## src/sfs_pkg.sv

```systemverilog
// Package for the serial port FIFO status block: register map, field layout, reset values.
// Shared by the top module and its two FIFO instances.
package sfs_pkg;
  localparam int SFS_DATA_W = 32;
  localparam int SFS_DEPTH = 16;
  localparam int SFS_LVL_W = 4;
  localparam int SFS_CNT_W = 5;
  // Register byte addresses
  localparam logic [7:0] SFS_ADDR_CTRL = 8'h00;
  localparam logic [7:0] SFS_ADDR_THR = 8'h04;
  localparam logic [7:0] SFS_ADDR_STATUS = 8'h08;
  localparam logic [7:0] SFS_ADDR_ITEST = 8'h0c;
  localparam logic [7:0] SFS_ADDR_DATA = 8'h10;
  // Control register fields
  localparam int SFS_CTRL_EN = 0;
  localparam int SFS_CTRL_PACK = 1;
  localparam int SFS_SIZE_LO = 8;
  localparam int SFS_SIZE_HI = 12;
  localparam logic [4:0] SFS_SIZE_RST = 5'h1f;
  // Threshold register fields
  localparam int SFS_RXT_LO = 0;
  localparam int SFS_TXT_LO = 8;
  // Status register fields
  localparam int SFS_ST_TUR = 21;
  localparam int SFS_ST_RFL_LO = 12;
  localparam int SFS_ST_TFL_LO = 8;
  localparam int SFS_ST_ROR = 7;
  localparam int SFS_ST_RFS = 6;
  localparam int SFS_ST_TFS = 5;
  localparam int SFS_ST_BSY = 4;
  localparam int SFS_ST_RNE = 3;
  localparam int SFS_ST_TNF = 2;
  // Interrupt test fields
  localparam int SFS_IT_ROR = 7;
  localparam int SFS_IT_RFS = 6;
  localparam int SFS_IT_TFS = 5;
  localparam logic [3:0] SFS_RFL_RST = 4'hf;

  typedef struct packed {
    logic psel;
    logic penable;
    logic pwrite;
    logic [7:0] paddr;
    logic [31:0] pwdata;
  } sfs_apb_req_t;

  typedef struct packed {
    logic [31:0] prdata;
    logic pready;
    logic pslverr;
  } sfs_apb_rsp_t;
endpackage : sfs_pkg

```

## src/sfs_top.sv

```systemverilog
// Serial port FIFO status, interrupt test and data port, APB slave.
// Assumes the serializer presents pulses for frame words; one clock domain.
//
// The implementer's own choice: register access over APB.
`timescale 1ns/1ns
module sfs_top
  import sfs_pkg::*;
#(
  parameter int DEPTH = SFS_DEPTH
) (
  input wire logic clk,
  input wire logic arst_n,
  input wire logic psel,
  input wire logic penable,
  input wire logic pwrite,
  input wire logic [7:0] paddr,
  input wire logic [31:0] pwdata,
  output logic [31:0] prdata,
  output logic pready,
  output logic pslverr,
  input wire logic serBusy,
  input wire logic serTxPop,
  output logic [31:0] serTxData,
  output logic serTxValid,
  input wire logic serRxPush,
  input wire logic [31:0] serRxData,
  output logic portEnable,
  output logic [4:0] sampleSizeM1,
  output logic irqReq,
  output logic dmaRxReq,
  output logic dmaTxReq
);
  typedef struct packed {
    logic en;
    logic pack;
    logic [4:0] size;
    logic tur;
    logic turMask;
    logic [3:0] rxThr;
    logic [3:0] txThr;
    logic ror;
    logic tRor;
    logic tRfs;
    logic tTfs;
    logic rdAvail;
    logic [31:0] rdata;
  } sfs_state_t;

  sfs_state_t st_reg, st_next;
  sfs_apb_req_t req;
  logic access, wrEn, rdEn, setupRd;
  logic [4:0] rxCnt, txCnt;
  logic [31:0] rxHead, txLeft, rxMask;
  logic txFull, rxFull, rxEmpty, txEmpty;
  logic rxPushQ, txPushQ, txPopQ, rxPopQ, fifoClr;
  logic rfs, tfs;
  logic [31:0] statusWord, ctrlWord, thrWord, itestWord, rdMux;
  logic mapped;

  assign req = '{psel: psel, penable: penable, pwrite: pwrite, paddr: paddr, pwdata: pwdata};
  // Zero-wait slave: every access completes in its first access cycle
  assign access = req.psel && req.penable;
  assign wrEn = access && req.pwrite;
  assign rdEn = access && !req.pwrite;
  // Read data is registered in the setup cycle, so it already stands at the access edge
  assign setupRd = req.psel && !req.penable && !req.pwrite;
  assign pready = 1'b1;
  assign mapped = (req.paddr == SFS_ADDR_CTRL) || (req.paddr == SFS_ADDR_THR) ||
    (req.paddr == SFS_ADDR_STATUS) || (req.paddr == SFS_ADDR_ITEST) ||
    (req.paddr == SFS_ADDR_DATA);
  assign pslverr = access && !mapped;
  assign prdata = st_reg.rdata;

  assign txFull = txCnt == 5'(DEPTH);
  assign rxFull = rxCnt == 5'(DEPTH);
  assign rxEmpty = rxCnt == '0;
  assign txEmpty = txCnt == '0;

  assign fifoClr = !st_reg.en;

  assign txPushQ = wrEn && req.paddr == SFS_ADDR_DATA && !txFull && st_reg.en;
  assign txPopQ = serTxPop && !txEmpty;
  assign rxPushQ = serRxPush && !rxFull && st_reg.en;
  // read path out of receive holding
  // Pop only what was captured, so a word pushed during setup is not lost
  assign rxPopQ = rdEn && req.paddr == SFS_ADDR_DATA && !rxEmpty && st_reg.rdAvail;

  sfs_just uJust (
    .din(req.pwdata),
    .sizeM1(st_reg.size),
    .leftOut(txLeft),
    .maskOut(rxMask)
  );

  sfs_fifo #(.WIDTH(SFS_DATA_W), .DEPTH(DEPTH)) uTxFifo (
    .clk(clk),
    .arst_n(arst_n),
    .clr(fifoClr),
    .push(txPushQ),
    .din(txLeft),
    .pop(txPopQ),
    .dout(serTxData),
    .count(txCnt)
  );

  sfs_fifo #(.WIDTH(SFS_DATA_W), .DEPTH(DEPTH)) uRxFifo (
    .clk(clk),
    .arst_n(arst_n),
    .clr(fifoClr),
    .push(rxPushQ),
    .din(serRxData & rxMask),
    .pop(rxPopQ),
    .dout(rxHead),
    .count(rxCnt)
  );

  assign serTxValid = !txEmpty && st_reg.en;
  assign portEnable = st_reg.en;
  assign sampleSizeM1 = st_reg.size;

  assign rfs = st_reg.en && (rxCnt > {1'b0, st_reg.rxThr});
  // transmit service at or below threshold plus one
  assign tfs = st_reg.en && (txCnt <= ({1'b0, st_reg.txThr} + 5'h01));

  always_comb begin
    statusWord = '0;
    statusWord[SFS_ST_TUR] = st_reg.tur;
    // entries minus one wraps to 0xF when empty
    statusWord[SFS_ST_RFL_LO +: SFS_LVL_W] = 4'(rxCnt - 5'h01);
    // transmit count, full wraps to zero
    statusWord[SFS_ST_TFL_LO +: SFS_LVL_W] = txCnt[SFS_LVL_W-1:0];
    statusWord[SFS_ST_ROR] = st_reg.ror;
    statusWord[SFS_ST_RFS] = rfs;
    statusWord[SFS_ST_TFS] = tfs;
    statusWord[SFS_ST_BSY] = serBusy && st_reg.en;
    statusWord[SFS_ST_RNE] = !rxEmpty;
    statusWord[SFS_ST_TNF] = !txFull;
  end

  always_comb begin
    ctrlWord = '0;
    ctrlWord[SFS_CTRL_EN] = st_reg.en;
    ctrlWord[SFS_CTRL_PACK] = st_reg.pack;
    ctrlWord[SFS_SIZE_HI:SFS_SIZE_LO] = st_reg.size;
    ctrlWord[SFS_ST_TUR] = st_reg.turMask;
    thrWord = '0;
    thrWord[SFS_RXT_LO +: SFS_LVL_W] = st_reg.rxThr;
    thrWord[SFS_TXT_LO +: SFS_LVL_W] = st_reg.txThr;
    itestWord = '0;
    itestWord[SFS_IT_ROR] = st_reg.tRor;
    itestWord[SFS_IT_RFS] = st_reg.tRfs;
    itestWord[SFS_IT_TFS] = st_reg.tTfs;
    case (req.paddr)
      SFS_ADDR_CTRL: rdMux = ctrlWord;
      SFS_ADDR_THR: rdMux = thrWord;
      SFS_ADDR_STATUS: rdMux = statusWord;
      SFS_ADDR_ITEST: rdMux = itestWord;
      SFS_ADDR_DATA: rdMux = rxHead;
      default: rdMux = '0;
    endcase
  end

  always_comb begin
    st_next = st_reg;
    if (setupRd) begin
      st_next.rdata = rdMux;
      st_next.rdAvail = !rxEmpty;
    end
    if (wrEn) begin
      case (req.paddr)
        SFS_ADDR_CTRL: begin
          st_next.en = req.pwdata[SFS_CTRL_EN];
          st_next.pack = req.pwdata[SFS_CTRL_PACK];
          st_next.size = req.pwdata[SFS_SIZE_HI:SFS_SIZE_LO];
          st_next.turMask = req.pwdata[SFS_ST_TUR];
        end
        SFS_ADDR_THR: begin
          st_next.rxThr = req.pwdata[SFS_RXT_LO +: SFS_LVL_W];
          st_next.txThr = req.pwdata[SFS_TXT_LO +: SFS_LVL_W];
        end
        SFS_ADDR_ITEST: begin
          st_next.tRor = req.pwdata[SFS_IT_ROR];
          st_next.tRfs = req.pwdata[SFS_IT_RFS];
          st_next.tTfs = req.pwdata[SFS_IT_TFS];
        end
        SFS_ADDR_STATUS: begin
          if (req.pwdata[SFS_ST_ROR]) st_next.ror = 1'b0;
          if (req.pwdata[SFS_ST_TUR]) st_next.tur = 1'b0;
        end
        default: st_next.rdata = st_reg.rdata;
      endcase
    end
    // overrun and underrun set; set wins over clear
    if (serRxPush && rxFull && st_reg.en) st_next.ror = 1'b1;
    if (serTxPop && txEmpty && st_reg.en) st_next.tur = 1'b1;
  end

  always_ff @(posedge clk or negedge arst_n) begin
    if (!arst_n) begin
      st_reg <= '0;
      st_reg.size <= SFS_SIZE_RST;
    end else begin
      st_reg <= st_next;
    end
  end

  assign irqReq = st_reg.ror || st_reg.tRor || rfs || tfs || st_reg.tRfs || st_reg.tTfs ||
    (st_reg.tur && !st_reg.turMask);
  assign dmaRxReq = rfs || st_reg.tRfs;
  assign dmaTxReq = tfs || st_reg.tTfs;
endmodule : sfs_top

```

## src/sfs_fifo.sv

```systemverilog
// Synchronous FIFO used for both the transmit and the receive queue.
// Assumes push is ignored when full and pop when empty; clr empties it to zero.
`timescale 1ns/1ns
module sfs_fifo
  import sfs_pkg::*;
#(
  parameter int WIDTH = SFS_DATA_W,
  parameter int DEPTH = SFS_DEPTH,
  parameter int AW = $clog2(DEPTH)
) (
  input wire logic clk,
  input wire logic arst_n,
  input wire logic clr,
  input wire logic push,
  input wire logic [WIDTH-1:0] din,
  input wire logic pop,
  output logic [WIDTH-1:0] dout,
  output logic [AW:0] count
);
  typedef struct packed {
    logic [AW-1:0] wp;
    logic [AW-1:0] rp;
    logic [AW:0] cnt;
  } sfs_fifo_st_t;

  sfs_fifo_st_t st_reg, st_next;
  logic [WIDTH-1:0] mem [DEPTH];
  logic doPush, doPop;

  assign doPush = push && (st_reg.cnt != (AW+1)'(DEPTH));
  assign doPop = pop && (st_reg.cnt != '0);
  assign dout = mem[st_reg.rp];
  assign count = st_reg.cnt;

  always_comb begin
    st_next = st_reg;
    if (clr) begin
      st_next = '0;
    end else begin
      if (doPush) st_next.wp = st_reg.wp + 1'b1;
      if (doPop) st_next.rp = st_reg.rp + 1'b1;
      if (doPush && !doPop) st_next.cnt = st_reg.cnt + 1'b1;
      if (doPop && !doPush) st_next.cnt = st_reg.cnt - 1'b1;
    end
  end

  always_ff @(posedge clk or negedge arst_n) begin
    if (!arst_n) st_reg <= '0;
    else st_reg <= st_next;
  end

  // Storage is cleared with the pointers so stale data never reappears
  generate
    for (genvar i = 0; i < DEPTH; i++) begin : gEntry
      always_ff @(posedge clk or negedge arst_n) begin
        if (!arst_n) mem[i] <= '0;
        else if (clr) mem[i] <= '0;
        else if (doPush && st_reg.wp == AW'(i)) mem[i] <= din;
      end
    end
  endgenerate
endmodule : sfs_fifo

```

## src/sfs_just.sv

```systemverilog
// Justification helper: left-justifies a right-justified sample of a given size.
// Pure combinational; size is bits minus one.
`timescale 1ns/1ns
module sfs_just
  import sfs_pkg::*;
(
  input wire logic [31:0] din,
  input wire logic [4:0] sizeM1,
  output logic [31:0] leftOut,
  output logic [31:0] maskOut
);
  logic [4:0] shamt;
  assign shamt = 5'h1f - sizeM1;
  // Unused upper bits fall off the top of the shift
  assign leftOut = din << shamt;
  assign maskOut = 32'hffffffff >> shamt;
endmodule : sfs_just

```

## config.mk

```make
export PLATFORM = sky130hd
export DESIGN_NAME = sfs_top
export DESIGN_NICKNAME = d
export VERILOG_FILES = /design/src/sfs_pkg.sv /design/src/sfs_top.sv /design/src/sfs_fifo.sv /design/src/sfs_just.sv
export SDC_FILE = /design/constraint.sdc
export NUM_CORES = 2
export LEC_CHECK = 0
export CAP_MARGIN = 30
export CORE_MARGIN = 2
export CORE_UTILIZATION = 55
export DETAILED_ROUTE_END_ITERATION = 10
export DONT_BUFFER_PORTS = 1
export PLACE_DENSITY_LB_ADDON = 0.15
export SETUP_SLACK_MARGIN = 0.02
export SYNTH_ARGS = -nofsm -noshare
export SYNTH_HDL_FRONTEND = slang
export SYNTH_HIERARCHICAL = 1
export SYNTH_SLANG_ARGS = --single-unit
```

## constraint.sdc

```tcl
create_clock -name clk -period 3.75 [get_ports clk]
set_input_delay 0.5625 -clock clk [delete_from_list [all_inputs] [get_ports clk]]
set_output_delay 0.5625 -clock clk [all_outputs]
set_load 0.02 [all_outputs]
```

Yosys cells after proc, flatten, opt, wreduce, memory -nomap -nowiden --
Index checks and enable logic that the tools add are counted.
Storage, ports and cells: output and inout bits 76, bits in latches 0, bits in read-only memories 0, register bits after elaboration 1104, RAM bits 0, memories kept 0
Cells by class: divide/modulo/power cells 0, multiply operators 0, bitwise gates (word level) 3, reduce and logical (&&, ||, !) cells 107, multiplexer cells 94, $lt $le $gt $ge 4, $add $sub $neg 10, eq/ne operators 77, shift-type cells 2
Operators by type and width (count):
- 32-bit two-way mux | 71
- 32-bit binary-select mux with 4-bit select | 2
- 32-bit case mux with 5 select lines | 1
- 2-bit by 1-bit != test with 1-bit output (second input constant) | 36
- 4-bit == test (second input constant) | 16
- 1-bit logical AND | 64
- 32-bit bitwise AND | 1
- 4-bit by 3-bit == test with 1-bit output (second input constant) | 8
- 32-bit by 5-bit << shifter with 32-bit output | 1
- 32-bit by 5-bit right shift with 32-bit output (first input constant) | 1
- 13-bit two-way mux | 2
- 5-bit two-way mux | 4
- 4-bit by 1-bit adder with 4-bit output (second input constant) | 4
- 4-bit by 2-bit == test with 1-bit output (second input constant) | 4
- 8-bit by 4-bit == test with 1-bit output (second input constant) | 2
- 4-bit two-way mux | 4
- 14-bit two-way mux | 1
- 1-bit logical NOT | 12
- 1-bit logical OR | 12
- 2-bit nonzero test | 6
- 5-bit by 1-bit adder with 5-bit output (second input constant) | 2
- 5-bit == test (second input constant) | 2
- 5-bit >= comparator (second input constant) | 2
- 5-bit logical NOT | 2
- other kinds (21) | 37

Depth between registers and ports, before layout --
word-level depth 11, depth in mapped cells 13, depth with buffers taken out 12

Cells and area by module --
Netlist, hierarchy kept.
By module, submodules not included:
- sfs_fifo at uTxFifo | sequential area each 13137.6 µm², cells an instance 2633, instances 1, area each 25315.5 µm²
- sfs_fifo at uRxFifo | sequential area each 13137.6 µm², cells an instance 2613, instances 1, area each 25260.5 µm²
- sfs_top | sequential area each 1357.6 µm², cells an instance 336, instances 1, area each 3372.0 µm²
- sfs_just | sequential area each 0.0 µm², cells an instance 243, instances 1, area each 2062.0 µm²

Least setup slack after synthesis --
OpenSTA, ideal clock, no wires.
path type input -> register, from input paddr[3], to register uRxFifo.st_reg, in the netlist uRxFifo/count[4], setup time 0.086 ns, buffers on the path 1, setup slack -0.059 ns, data arrival time 3.723 ns, cell stages on the path 11, required time 3.664 ns, cell sequence clkbuf_1 nor3b_1 nor4b_1 nor4bb_1 o211ai_2 xnor2_1 ha_1 o31ai_1 o21ai_1 o221a_2 nor3_1
Between the ends: cells in the longest elaborated chain, start to end 8, elaborated cells between the ends (all ways) 11, those cells by class 2 x eq/ne; 2 x mux; 7 x reduce/logical
RTL lines:
- from (decl) | line sfs_top.sv:16 | input wire logic [7:0] paddr,
- 8-bit by 5-bit == test with 1-bit output (*) | line sfs_top.sv:86 | assign rxPopQ = rdEn && req.paddr == SFS_ADDR_DATA && !rxEmpty && st_reg.rdAvail;
- 1-bit logical AND (*) (3 in series) | line sfs_top.sv:86
- net rxPopQ | line sfs_top.sv:55 | logic rxPushQ, txPushQ, txPopQ, rxPopQ, fifoClr;
- 1-bit logical AND (*) | line sfs_fifo.sv:31 | assign doPop = pop && (st_reg.cnt != '0);
- 1-bit logical NOT / 1-bit logical AND (equally long branches) | line sfs_fifo.sv:42, sfs_fifo.sv:43
- 1-bit logical AND / 5-bit two-way mux (equally long branches) | line sfs_fifo.sv:42, sfs_fifo.sv:43
- 3-bit by 1-bit != test with 1-bit output (no line) / 13-bit two-way mux (equally long branches)
- to (signal assigned) | line sfs_fifo.sv:49 | else st_reg <= st_next;
- to (decl) | line sfs_fifo.sv:26 | sfs_fifo_st_t st_reg, st_next;
The timed path passes the listed nets; every way through them passes the cells marked *. A chain may end at the register's enable or synchronous reset.

Final worst setup path --
from register st_reg[37] (netlist name), to output irqReq
Between the ends: cells in the longest elaborated chain, start to end 7
RTL lines:
- from (decl) | line sfs_top.sv:49 | sfs_state_t st_reg, st_next;
- from (signal assigned) | line sfs_top.sv:203 | st_reg <= st_next;
- 4-bit by 1-bit adder with 5-bit output | line sfs_top.sv:123 | assign tfs = st_reg.en && (txCnt <= ({1'b0, st_reg.txThr} + 5'h01));
- 5-bit less-or-equal comparator | line sfs_top.sv:123
- 1-bit logical AND | line sfs_top.sv:123
- 1-bit logical OR (4 in series) | line sfs_top.sv:207 | assign irqReq = st_reg.ror || st_reg.tRor || rfs || tfs || st_reg.tRfs || st_reg.tTfs ||
- to (decl) | line sfs_top.sv:29 | output logic irqReq,
No other way between the ends.

==> results.md <==
- Status: complete, but fails checks
- Violated checks: negative hold slack, max-slew violations
- Final hold slack: -0.124 ns
- Unique masters post-synth: 96
- Dominant synthesized flop cell: dfrtp_1
- Critical path, cell by cell: ha_2 -> inv_1 -> ha_1 -> nand4_1 -> o2111a_1 -> a211o_1 -> or4b_4
- Grt total ovfl: 0
- Die Y: 323 um
- Most frequent cells in the layout: nand2_1, dfrtp_1, a21oi_1, mux4_2, buf_4
- DR pass1 iterations: 9
- Clock tree root driver cell: clkbuf_16
- Leakage: 22.9 nW
- DP Cell Count: 6749
- Met2 GRT Util: 0.573
- Clock buffer depth: 3
- PortBufs: 0
- Reg clk slew, reported paths: 0.06 ns
- Maxcap violations: 0
- Slew @ Worst Pin: 1.57 ns
- Synthesized Nets: 5930
- Final #Nets: 5634
- Via count: 44700
- Power Dens Cells: 396 mW/mm2
- Synth-to-layout area growth: 9.74%
- Drc violations: 0
- Starting Density: 0.552
- Met3 usage: 0.0620
- Num CTS Buffers: 118
- Post-Synthesis Cells: 5825
- Largest net degree at the start of global routing: 1105
- FILL cells: 8401
- Syn avg cell area: 9.62 um2
- Asr flop ratio synth: 1.00
- Unrepaired setup endpoints after global routing: yes
- EDFF count, synth: 0
- Final Hold Viols: 22
- Num ports: between 150 and 200
- Gr busiest metal: met2
- WP data required: 3.19 ns
- Pre-CTS setup slack: slightly above 0.3 ns
- Die width: 323 um
- DR WL/cell: 26.4 um
- Clk_skew: 0.0301 ns
- Clk_lat worst skew: 0.74 ns
- Slowest CP cell: or4b_4
- Tcrit/Tclk final: 0.992
- Max stage delay on crit path: just under 0.6 ns
- Routability cong.: just over 0.9
- Overall power: approximately 24 mW
- CP Launch Type: flip-flop
- Final setup violating endpoints: 0
- Iter 0 DRT Violations: 5499
- Critical path class: reg -> out
- Detail Route Antenna Nets: 0
- Crit path buf inv count: 1
- Row cnt: around 120
- Commonest non-fill, non-tap cell in the layout: nand2_1
- DRT Wirelength: between 150000 and 200000 um
- Tmin final: 3.72 ns
- Met1 global-route usage: 0.463
- Final Slew Violations: 129
- Top delay family on crit path: simple AND/OR/NAND/NOR gates
- Critical Path End Type: primary output
- Max_slew headroom: -0.0444
- Max VDD drop: 0.000432 V
- Data arrival, critical path: roughly 3.2 ns
- Vias per inst: about 6.4
- CTS sink cnt: 1104
- Layout Cells excl Fill: 7001
- Area of the mapped netlist: 0.0560 mm2
- Die Area: 0.104 mm2
- Final worst slack: between 0.03 and 0.04 ns
- Vias in the first global route: 43900
- Synth warn: 6
- DPL Wire Length: ~110000 um
- TritonCTS clock tree: yes
- Crit-path max FO: 4
- Antenna violations before repair: 20
- Overall global routing resource usage: 0.355
- First-pass GRT wire length: between 200000 and 300000 um
- Flops & latches, synth: approximately 1100
- Share of cells above drive strength 1: 0.154
- Fmax: 0.269 GHz
- CTS H-tree lvls: 3
- Fraction of the yosys area taken by sequential cells: 0.493
- Hold crit path type: in -> async
- Core area: 0.101 mm2
==> report_power, final <==
| group | total, mW | internal [mW] | switching [mW] | leakage (nW) |
|---|---|---|---|---|
| Clock | 11.8 | 6.81 | 5.03 | 1.90 |
| Combinational | 0.543 | 0.118 | 0.426 | 5.55 |
| Sequential | 11.9 | 11.9 | 0.0112 | 15.4 |
| Total | 24.3 | 18.8 | 5.47 | 22.9 |
==> cells in the mapped netlist, drive strengths merged, types with 18 or more instances <==
cell type	count	area (um2)
and2	53	334
ha	25	313
clkbuf	330	1240
nand2	2118	7950
buf	308	1660
inv	30	113
mux2i	32	320
a22o	18	158
a21oi	1054	5280
nand3	23	115
o21ai	25	125
nor2	72	270
dfrtp	1099	27500
mux2	43	492
mux4	347	7870
==> cell families (layout without fill, tap and decap cells) <==
logic type	after synthesis	after routing	share of synthesized area
xor+xnor	20	20	0.00313
other cells	2	11	0.000134
mux	422	422	0.155
compound gates	1232	1232	0.122
fa+ha+maj	25	25	0.00558
flops	1104	1104	0.493
simple gates	2348	2348	0.167
buf+inv	672	471	0.0540
==> stage by stage <==
step	util	cell area, um2	hold slack [ns]	setup TNS [ns]
floorplan	-	56000	0.267	0
global placement	0.563	57200	0.337	0
detailed placement	0.564	57200	0.331	0
CTS	0.604	61300	-0.450	0
global route	0.606	61500	0.00596	-0.0457
finish	0.606	61500	-0.124	0
==> path summary, 6_finish.rpt <==
check / startpoint / to / slack [ns] / cells past startpoint
max: st_reg[37]$_DFFE_PN0P_ / irqReq / 0.03 / 7
min: arst_n / uTxFifo/mem[231]$_DFFE_PN0P_ / -0.12 / 1
max reg2reg: uRxFifo/count[0]$_DFFE_PN0P_ / uRxFifo/mem[378]$_DFFE_PN0P_ / 0.31 / 10
min reg2reg: st_reg[32]$_DFFE_PN0P_ / st_reg[32]$_DFFE_PN0P_ / 0.48 / 2
max in group asynchronous: arst_n / uRxFifo/mem[205]$_DFFE_PN0P_ / 1.62 / 2
min in group clk: pwdata[7] / st_reg[36]$_DFFE_PN0P_ / 0.04 / 2
==> per-layer routing <==
metal,part of all wire,up-vias
met1,0.38,22600
met3,0.084,614
met2,0.48,2262
met5,0.00035,-
met4,0.060,10
li1,-,19200
==> final cells by class <==
class	instances	area, um2	area share
Clock inverter	30	374	0.00609
Sequential cell	1104	27700	0.450
Multi-Input combinational cell	4049	25700	0.417
Timing Repair Buffer	222	2400	0.0391
Clock buffer	185	3500	0.0570
Tap cell	1368	1710	0.0278
Inverter	34	135	0.00220
Antenna cell	9	22.5	0.000366
==> timing repair <==
action / in CTS / in global routing
resized for setup: 1 / 2
hold buffers: 16 / 2
endpoints found under the hold margin: 1122 / 103
pin swaps: 4 / 4
buffers inserted: 3 / 3
endpoints found under the setup margin: 1 / 1
(Power assumes the default switching activity.)
